<file path="config.mk">
export PLATFORM = sky130hd
export DESIGN_NAME = cmf_framer
export DESIGN_NICKNAME = d
export VERILOG_FILES = /design/src/logic/cmf_framer.v
export VERILOG_INCLUDE_DIRS = /design/src /design/src/common
export SDC_FILE = /design/constraint.sdc
export NUM_CORES = 2
export LEC_CHECK = 0
export BUFFER_PORTS_ARGS = -buffer_cell sky130_fd_sc_hd__buf_2
export CAP_MARGIN = 20
export CORE_ASPECT_RATIO = 1.2
export CORE_MARGIN = 2
export CORE_UTILIZATION = 38
export DETAILED_ROUTE_END_ITERATION = 7
export PLACE_DENSITY = 0.53
export SETUP_SLACK_MARGIN = 0.4
export SLEW_MARGIN = 10
export SYNTH_ARGS = -nofsm -noshare
export SYNTH_HDL_FRONTEND = slang
export SYNTH_SLANG_ARGS = --single-unit
</file>
<file path="constraint.sdc">
create_clock -name ref_clk -period 9.5 [get_ports ref_clk]
set_input_delay 0 -clock ref_clk [delete_from_list [all_inputs] [get_ports ref_clk]]
set_output_delay 0 -clock ref_clk [all_outputs]
set_load 0.01 [all_outputs]
</file>
<file path="src/common/cmf_defs.vh">
// Constants for the measurement message framer.
// Assumes byte addresses on an 8-bit register port with 32-bit words.
`ifndef CMF_DEFS_VH
`define CMF_DEFS_VH
// Register offsets
`define CMF_REG_GCFG      8'h00
`define CMF_REG_RATE      8'h04
`define CMF_REG_STAT      8'h08
`define CMF_SLOT_SEL      2'h1
`define CMF_SLOT_ID       2'h0
`define CMF_SLOT_CTRL     2'h1
`define CMF_SLOT_MAP0     2'h2
`define CMF_SLOT_MAP1     2'h3
// Global configuration fields
`define CMF_GCFG_MEAS     0
`define CMF_GCFG_EXT      1
`define CMF_GCFG_ACKIGN   2
`define CMF_GCFG_BR_LO    4
`define CMF_GCFG_BR_HI    6
`define CMF_BR_500K       3'h2
// Slot control fields
`define CMF_CTRL_EXISTS   0
`define CMF_CTRL_ACTIVE   1
`define CMF_CTRL_DLC_LO   4
`define CMF_CTRL_DLC_HI   7
// Channel map field layout
`define CMF_MAP_OFF_HI    5
`define CMF_MAP_CH_LO     8
`define CMF_MAP_CH_HI     10
`define CMF_MAP_BE        12
`define CMF_MAP_SIGN      13
`define CMF_MAP_EN        15
`define CMF_MAX_OFF       6'h30
`define CMF_SIGN_FLIP     16'h8000
`define CMF_MAX_DLC       4'h8
// Sizes
`define CMF_NUM_SLOTS     4
`define CMF_FIELDS        4
`define CMF_FRAME_W       98
`define CMF_RATE_RST      16'h0001
`endif

</file>
<file path="src/logic/cmf_framer.v">
// Measurement message framer: slot registers, send-rate divider, frame packer, frame FIFO.
// Assumes one clock, sample strobe synchronous to ref_clk, CAN controller drains frames.
`timescale 1ns/1ps
`include "cmf_defs.vh"

module cmf_fifo #(
  parameter WIDTH = 98,
  parameter DEPTH = 16,
  parameter AW    = 4
) (
  // Clock and reset
  input  wire             ref_clk,
  input  wire             nrst,
  input  wire             flush,
  // Fill side
  input  wire             in_valid,
  output wire             in_ready,
  input  wire [WIDTH-1:0] in_data,
  // Drain side
  output wire             out_valid,
  input  wire             out_ready,
  output wire [WIDTH-1:0] out_data,
  output wire [AW:0]      level
);
  reg [WIDTH-1:0] mem [0:DEPTH-1];
  reg [AW-1:0]    wr_ptr;
  reg [AW-1:0]    rd_ptr;
  reg [AW:0]      count;
  wire            push;
  wire            pop;

  assign in_ready  = (count != DEPTH[AW:0]);
  assign out_valid = (count != {(AW+1){1'b0}});
  assign out_data  = mem[rd_ptr];
  assign level     = count;
  assign push      = in_valid && in_ready;
  assign pop       = out_valid && out_ready;

  always @(posedge ref_clk)
  begin
    if (push)
      mem[wr_ptr] <= in_data;
  end

  always @(posedge ref_clk or negedge nrst)
  begin
    if (!nrst)
    begin
      wr_ptr <= {AW{1'b0}};
      rd_ptr <= {AW{1'b0}};
      count  <= {(AW+1){1'b0}};
    end
    else if (flush)
    begin
      wr_ptr <= {AW{1'b0}};
      rd_ptr <= {AW{1'b0}};
      count  <= {(AW+1){1'b0}};
    end
    else
    begin
      if (push)
        wr_ptr <= (wr_ptr == DEPTH[AW-1:0] - 1'b1) ? {AW{1'b0}} : wr_ptr + 1'b1;
      if (pop)
        rd_ptr <= (rd_ptr == DEPTH[AW-1:0] - 1'b1) ? {AW{1'b0}} : rd_ptr + 1'b1;
      if (push && !pop)
        count <= count + 1'b1;
      else if (pop && !push)
        count <= count - 1'b1;
    end
  end
endmodule

module cmf_framer #(
  parameter NUM_CH     = 8,
  parameter FIFO_DEPTH = 16,
  parameter FIFO_AW    = 4
) (
  // Clock and reset
  input  wire                 ref_clk,
  input  wire                 nrst,
  // Register port
  input  wire [7:0]           reg_addr,
  input  wire [31:0]          reg_wdata,
  input  wire                 reg_wr,
  input  wire                 reg_rd,
  output reg  [31:0]          reg_rdata,
  // Sample source
  input  wire                 samp_valid,
  input  wire [NUM_CH*16-1:0] samp_data,
  // CAN controller frame side
  output wire                 frm_valid,
  input  wire                 frm_ready,
  output wire                 frm_ext,
  output wire [28:0]          frm_id,
  output wire [3:0]           frm_dlc,
  output wire [63:0]          frm_data,
  // CAN controller settings
  output wire [2:0]           can_bitrate,
  output wire                 can_ack_ignore
);
  localparam ST_IDLE = 1'b0;
  localparam ST_SCAN = 1'b1;

  reg  [31:0]          gcfg;
  reg  [15:0]          rate;
  reg  [15:0]          div_cnt;
  reg  [15:0]          sent_cnt;
  reg  [7:0]           skip_cnt;
  reg  [28:0]          slot_id   [0:`CMF_NUM_SLOTS-1];
  reg  [7:0]           slot_ctrl [0:`CMF_NUM_SLOTS-1];
  reg  [63:0]          slot_map  [0:`CMF_NUM_SLOTS-1];
  reg  [NUM_CH*16-1:0] samp_hold;
  reg                  state;
  reg  [1:0]           scan_idx;
  reg  [31:0]          next_rdata;
  wire                 meas;
  wire                 slot_sel;
  wire [1:0]           slot_n;
  wire [1:0]           slot_reg;
  wire [15:0]          rate_eff;
  wire                 trigger;
  wire                 slot_ok;
  wire                 fifo_in_ready;
  wire                 fifo_out_valid;
  wire [FIFO_AW:0]     fifo_level;
  wire [63:0]          part_acc [0:`CMF_FIELDS];
  wire [63:0]          byte_mask;
  wire [3:0]           dlc_raw;
  wire [3:0]           dlc_eff;
  wire [28:0]          id_eff;
  wire [97:0]          frame_in;
  wire [97:0]          frame_out;
  integer              k;

  assign meas     = gcfg[`CMF_GCFG_MEAS];
  assign slot_sel = (reg_addr[7:6] == `CMF_SLOT_SEL);
  assign slot_n   = reg_addr[5:4];
  assign slot_reg = reg_addr[3:2];
  assign rate_eff = (rate == 16'h0000) ? `CMF_RATE_RST : rate;
  assign trigger  = meas && samp_valid && (div_cnt + 1'b1 >= rate_eff);
  assign slot_ok  = slot_ctrl[scan_idx][`CMF_CTRL_EXISTS] &&
                    slot_ctrl[scan_idx][`CMF_CTRL_ACTIVE];
  assign can_bitrate    = gcfg[`CMF_GCFG_BR_HI:`CMF_GCFG_BR_LO];
  assign can_ack_ignore = gcfg[`CMF_GCFG_ACKIGN];

  // Per-field packing
  assign part_acc[0] = 64'h0;
  genvar g;
  generate
    for (g = 0; g < `CMF_FIELDS; g = g + 1)
    begin : g_field
      wire [15:0] f;
      wire [2:0]  ch;
      wire [15:0] raw;
      wire [15:0] enc;
      wire [15:0] ord;
      wire [63:0] part;
      assign f   = slot_map[scan_idx][16*g +: 16];
      assign ch  = f[`CMF_MAP_CH_HI:`CMF_MAP_CH_LO];
      assign raw = samp_hold[{ch, 4'h0} +: 16];
      assign enc = f[`CMF_MAP_SIGN] ? raw : (raw ^ `CMF_SIGN_FLIP);
      assign ord = f[`CMF_MAP_BE] ? {enc[7:0], enc[15:8]} : enc;
      assign part = (f[`CMF_MAP_EN] && (f[`CMF_MAP_OFF_HI:0] <= `CMF_MAX_OFF)) ?
                    ({48'h0, ord} << f[`CMF_MAP_OFF_HI:0]) : 64'h0;
      assign part_acc[g+1] = part_acc[g] | part;
    end
  endgenerate

  assign dlc_raw = slot_ctrl[scan_idx][`CMF_CTRL_DLC_HI:`CMF_CTRL_DLC_LO];
  assign dlc_eff = (dlc_raw > `CMF_MAX_DLC) ? `CMF_MAX_DLC : dlc_raw;
  generate
    for (g = 0; g < 8; g = g + 1)
    begin : g_mask
      assign byte_mask[8*g +: 8] = (g < dlc_eff) ? 8'hFF : 8'h00;
    end
  endgenerate

  assign id_eff   = gcfg[`CMF_GCFG_EXT] ? slot_id[scan_idx] :
                    {18'h0, slot_id[scan_idx][10:0]};
  assign frame_in = {gcfg[`CMF_GCFG_EXT], id_eff, dlc_eff,
                     part_acc[`CMF_FIELDS] & byte_mask};

  assign frm_valid = fifo_out_valid && meas;
  assign frm_ext   = frame_out[97];
  assign frm_id    = frame_out[96:68];
  assign frm_dlc   = frame_out[67:64];
  assign frm_data  = frame_out[63:0];

  cmf_fifo #(
    .WIDTH (`CMF_FRAME_W),
    .DEPTH (FIFO_DEPTH),
    .AW    (FIFO_AW)
  ) u_fifo (
    .ref_clk   (ref_clk),
    .nrst      (nrst),
    .flush     (!meas),
    .in_valid  ((state == ST_SCAN) && slot_ok && meas),
    .in_ready  (fifo_in_ready),
    .in_data   (frame_in),
    .out_valid (fifo_out_valid),
    .out_ready (frm_ready && meas),
    .out_data  (frame_out),
    .level     (fifo_level)
  );

  // Register read mux
  always @*
  begin
    next_rdata = 32'h0;
    if (slot_sel)
    begin
      case (slot_reg)
        `CMF_SLOT_ID:   next_rdata = {3'h0, slot_id[slot_n]};
        `CMF_SLOT_CTRL: next_rdata = {24'h0, slot_ctrl[slot_n]};
        `CMF_SLOT_MAP0: next_rdata = slot_map[slot_n][31:0];
        default:        next_rdata = slot_map[slot_n][63:32];
      endcase
    end
    else
    begin
      case (reg_addr)
        `CMF_REG_GCFG: next_rdata = gcfg;
        `CMF_REG_RATE: next_rdata = {16'h0, rate};
        `CMF_REG_STAT: next_rdata = {2'h0, fifo_level[4:0], state, skip_cnt,
                                     sent_cnt};
        default:       next_rdata = 32'h0;
      endcase
    end
  end

  // Registers and scan engine
  always @(posedge ref_clk or negedge nrst)
  begin
    if (!nrst)
    begin
      gcfg      <= {25'h0, `CMF_BR_500K, 1'b0, 1'b1, 2'h0};
      rate      <= `CMF_RATE_RST;
      div_cnt   <= 16'h0;
      sent_cnt  <= 16'h0;
      skip_cnt  <= 8'h0;
      samp_hold <= {(NUM_CH*16){1'b0}};
      state     <= ST_IDLE;
      scan_idx  <= 2'h0;
      reg_rdata <= 32'h0;
      for (k = 0; k < `CMF_NUM_SLOTS; k = k + 1)
      begin
        slot_id[k]   <= 29'h0;
        slot_ctrl[k] <= 8'h0;
        slot_map[k]  <= 64'h0;
      end
    end
    else
    begin
      reg_rdata <= reg_rd ? next_rdata : 32'h0;
      if (reg_wr && !slot_sel)
      begin
        if (reg_addr == `CMF_REG_GCFG)
          gcfg <= {25'h0, reg_wdata[6:4], 1'b0, reg_wdata[2:0]};
        if (reg_addr == `CMF_REG_RATE)
          rate <= reg_wdata[15:0];
      end
      if (reg_wr && slot_sel)
      begin
        case (slot_reg)
          `CMF_SLOT_ID:   slot_id[slot_n] <= reg_wdata[28:0];
          `CMF_SLOT_CTRL: slot_ctrl[slot_n] <= reg_wdata[`CMF_CTRL_EXISTS] ?
                                               {reg_wdata[7:4], 2'h0, reg_wdata[1:0]} : 8'h0;
          `CMF_SLOT_MAP0: slot_map[slot_n][31:0] <= reg_wdata;
          default:        slot_map[slot_n][63:32] <= reg_wdata;
        endcase
      end
      if (frm_valid && frm_ready)
        sent_cnt <= sent_cnt + 1'b1;
      if (!meas)
      begin
        state   <= ST_IDLE;
        div_cnt <= 16'h0;
      end
      else
      begin
        if (samp_valid)
          div_cnt <= trigger ? 16'h0 : div_cnt + 1'b1;
        if (trigger && state == ST_SCAN)
          skip_cnt <= skip_cnt + 1'b1;
        case (state)
          ST_IDLE:
          begin
            if (trigger)
            begin
              samp_hold <= samp_data;
              scan_idx  <= 2'h0;
              state     <= ST_SCAN;
            end
          end
          ST_SCAN:
          begin
            if (!slot_ok || fifo_in_ready)
            begin
              scan_idx <= scan_idx + 1'b1;
              if (scan_idx == 2'h3)
                state <= ST_IDLE;
            end
          end
          default: state <= ST_IDLE;
        endcase
      end
    end
  end
endmodule
</file>
==> results by group <==
Run status
  • Status: finished clean

Layout
  • Reg area: 63,000 µm²
  • Final net count: between 7,000 and 8,000
  • Area of the multi-input gates: about 40,000 µm²
  • Layout cells sized above 1: 25.6%
  • Synth-to-Final Area Change: 14.9%
  • Fin util: approximately 44%
  • Filler instances: 24,700

Yosys
  • Synthesis-stage register bit count: roughly 2,200
  • Post-synthesis async set-or-reset flop share: 28.8%
  • Syn Nets: 7,395
  • Dominant synthesized flop cell: edfxtp_1
  • Netlist cell types: about 110
  • Post-synthesis instance area: 105,000 µm²
  • Mapped Cells: between 7,000 and 8,000
  • Post-synth EDFFs: around 1,600
  • Yosys warning count: 0
  • Synth Area per Inst: 14.7 µm²
  • Seq/Total Area, Yosys: 59.7%

Detailed routing
  • Initial DRC count: 6,229
  • DRT antenna net count: 0
  • DRC: 0
  • Vias/cell: approximately 6
  • Via count: 68,900
  • DR pass1 iterations: 5
  • Post-Route WL: 378,000 µm
  • Average wire per cell in the routed design: 32.8 µm

Placement
  • GPL Wtd Cong: 0.993
  • # port buffers: between 300 and 400
  • Hpwl dp: about 240,000 µm
  • Dpl ws: 2.31 ns

STA
  • Final hold violations: 0
  • RSZ-0062 raised after global routing: false
  • Final WS setup: 2.32 ns
  • Final setup viols: 0
  • Slew Viols, Final: 0
  • Clock skew: 0.0562 ns
  • Setup TNS: 0 ns
  • Fin crit share: 75.5%
  • Worst slew pin tran: 1.24 ns
  • Rel. slew slack: about 17%
  • Period minus WS final: 7.18 ns
  • FMAX: 139 MHz

Floorplan
  • Core area: 276,000 µm²
  • Starting Density: a little under two fifths
  • Die X: 485 µm
  • Row count: 211
  • Die height: 581 µm
  • Die area: 282,000 µm²
  • Boundary pin count: just over 300

CTS
  • Clock Root Buffer: clkbuf_16
  • Resized cells post-CTS: 0
  • CTS sink cnt: 2,202
  • Clk Latency, worst-skew pair: a little over 0.9 ns
  • CTS clock-pin slew for the worst setup and hold paths: 0.06 ns
  • H-tree Lvls: 4
  • TritonCTS clock tree: done
  • CTS max path bufs: 4
  • Num CTS Buffers: 225

Setup path
  • Dominant delay contributor by cell family on the critical path: multiplexers
  • Critical R2R Launch: scan_idx[0]
  • R2R setup slack: 2.32 ns
  • Worst Setup Start Kind: flip-flop
  • CP arrival: around 8 ns
  • Reg2Reg Depth: 14
  • CP max stage cell: dfrtp_4
  • Worst Setup End Kind: flip-flop
  • Critical Path RT: 10.09 ns
  • Worst Setup Path Type: flip-flop to flip-flop
  • Reg-to-reg critical path endpoint: u_fifo.mem[15][38]
  • Max stage delay on crit path: 0.95 ns
  • Worst path most repeated cell: mux2i_1
  • Worst path cell trace: mux4_2 > buf_4 > mux2i_1 > a22o_1 > nor3_1 > a31oi_1 > nand3_1 > mux2i_1 > mux2i_1 > a32oi_1 > o2111ai_1 > a211oi_1 > a21oi_1 > buf_4
  • CP Max Fanout: 41
  • Worst path bufs/invs: 2

Power
  • Worst VDD drop: 0.132 mV
  • P_leak: ~40 nW
  • Pwr/cell area: 180 nW/µm²
  • Total Power: ~22 mW

Hold path
  • Worst hold stages: 4
  • Hold Startpoint: reg_wdata[6]
  • Worst hold path type: input pin to flip-flop
  • Hold EP: rate[6]

Global route
  • Global Route Usage Sum: 26.3%
  • Vias in the first global route: 69,900
  • First-pass GRT wire length: 535,000 µm
  • Initial antenna violation count: 19
  • Total grt overflow: 0
  • Largest net degree at the start of global routing: roughly 140

Run
  • Max-cap violations: 0
-- layer usage --
metal  vias up  routed length, µm  part of all wire, %  track usage [%]
met2      2310             183000                   48             43.5
met4        10              19000                  5.0             11.6
met1     36400             158000                   42             34.6
li1      29500                  -                    -                -
met3       716              18500                  4.9             3.37
met5         -                 73                0.019                0
-- worst register-to-register path: cells and delay by family (launching register included) --
family / cells / cell delay [ns]
multiplexers: 4 / 2.89
buffers and inverters: 2 / 0.90
AO/OA/AOI/OAI: 6 / 1.84
flip-flops: 1 / 0.95
AND/OR/NAND/NOR: 2 / 0.30
-- state kept, by name (all words and copies together), names as in the netlist, 2 cells and up --
register	count
div_cnt	16
gcfg	6
rate	16
reg_rdata	32
samp_hold	128
scan_idx	2
sent_cnt	16
skip_cnt	8
slot_ctrl	24
slot_id	116
slot_map	256
u_fifo.level	5
u_fifo.mem	1568
u_fifo.rd_ptr	4
u_fifo.wr_ptr	4
-- layout make-up --
| type | instances | share of cell area (%) |
|---|---|---|
| Antenna cell | 16 | 0.0331 |
| Clock buffer | 314 | 5.12 |
| Sequential cell | 2202 | 52.0 |
| Timing Repair Buffer | 798 | 5.20 |
| Clock inverter | 89 | 0.642 |
| Inverter | 32 | 0.0992 |
| Tap cell | 3621 | 3.74 |
| Multi-Input combinational cell | 4450 | 33.2 |
-- layout by cell type (no fill, tap or decap), drive strengths merged, types with 207 or more instances in the layout --
cell / Yosys / routed
edfxtp: 1568 / 1568
mux2i: 802 / 802
mux2: 726 / 726
dfrtp: 631 / 631
buf: 195 / 492
nand2: 432 / 432
mux4: 384 / 384
o21ai: 352 / 352
clkbuf: 313 / 316
dlygate4sd3: 0 / 304
nor2: 246 / 246
a21oi: 217 / 217
a22oi: 207 / 207
-- cells in the mapped netlist (38+ instances only) --
| cell type | count | area share (%) |
|---|---|---|
| and2_1 | 82 | 0.49 |
| a21oi_1 | 212 | 1.0 |
| nand2b_1 | 51 | 0.30 |
| nor2_1 | 242 | 0.86 |
| nand2_1 | 430 | 1.5 |
| mux4_2 | 384 | 8.2 |
| o22ai_1 | 151 | 0.90 |
| dfrtp_1 | 631 | 15 |
| nor3_1 | 70 | 0.33 |
| a221oi_1 | 124 | 1.0 |
| buf_6 | 38 | 0.41 |
| o21ai_0 | 308 | 1.5 |
| edfxtp_1 | 1568 | 45 |
| o21ai_1 | 40 | 0.19 |
| nand3_1 | 79 | 0.38 |
| mux2i_1 | 795 | 7.6 |
| buf_2 | 63 | 0.30 |
| buf_1 | 71 | 0.25 |
| clkbuf_1 | 313 | 1.1 |
| mux2_2 | 713 | 7.6 |
| a22oi_1 | 206 | 1.5 |
| nor2b_1 | 47 | 0.28 |
-- power breakdown --
group / leakage (nW) / switching [mW] / internal (mW) / total (mW)
clock network: 3.41 / 3.71 / 4.85 / 8.57
registers: 20.4 / 0.163 / 10.5 / 10.7
logic: 15.8 / 1.64 / 0.935 / 2.57
-- metrics by stage --
stage / std cells / area [µm²] / hold WS [ns]
global placement: 10800 / 111000 / 0.0345
floorplan: 7192 / 105000 / -0.296
CTS: 11500 / 121000 / 0.0384
finish: 11500 / 121000 / 0.0845
global route: 11500 / 121000 / 0.0717
detailed placement: 10800 / 111000 / 0.0384
-- worst max path at each step --
stage	from	cells past startpoint	end	slack (ns)
5_1_grt	scan_idx[0]	14	u_fifo.mem[1][17]	2.29
2_1_floorplan	scan_idx[0]	13	u_fifo.mem[10][0]	4.00
4_1_cts	scan_idx[0]	11	u_fifo.mem[8][46]	2.27
3_3_place_gp	scan_idx[0]	11	u_fifo.mem[12][46]	2.26
3_5_place_dp	scan_idx[0]	11	u_fifo.mem[12][46]	2.31
6_report	scan_idx[0]	14	u_fifo.mem[15][38]	2.32
-- repair_timing --
action                                 in CTS  in global routing
hold buffers                              305                  0
endpoints found under the hold margin    1057                  0
setup buffers                               0                  0
-- cells by family (layout without fill, tap and decap cells) --
| logic type | count (synthesis) | count (layout) | share of synthesized area [%] |
|---|---|---|---|
| flip-flops | 2202 | 2202 | 59.7 |
| multiplexers | 1912 | 1912 | 23.7 |
| AO/OA/AOI/OAI | 1358 | 1358 | 8.66 |
| AND/OR/NAND/NOR | 1111 | 1111 | 4.90 |
| buffers and inverters | 540 | 1233 | 2.36 |
| XOR/XNOR | 40 | 40 | 0.332 |
| adder cells (fa/ha/maj) | 29 | 29 | 0.351 |
| other | 0 | 16 | 0 |
Note: power is estimated with default switching activity, not from simulation.
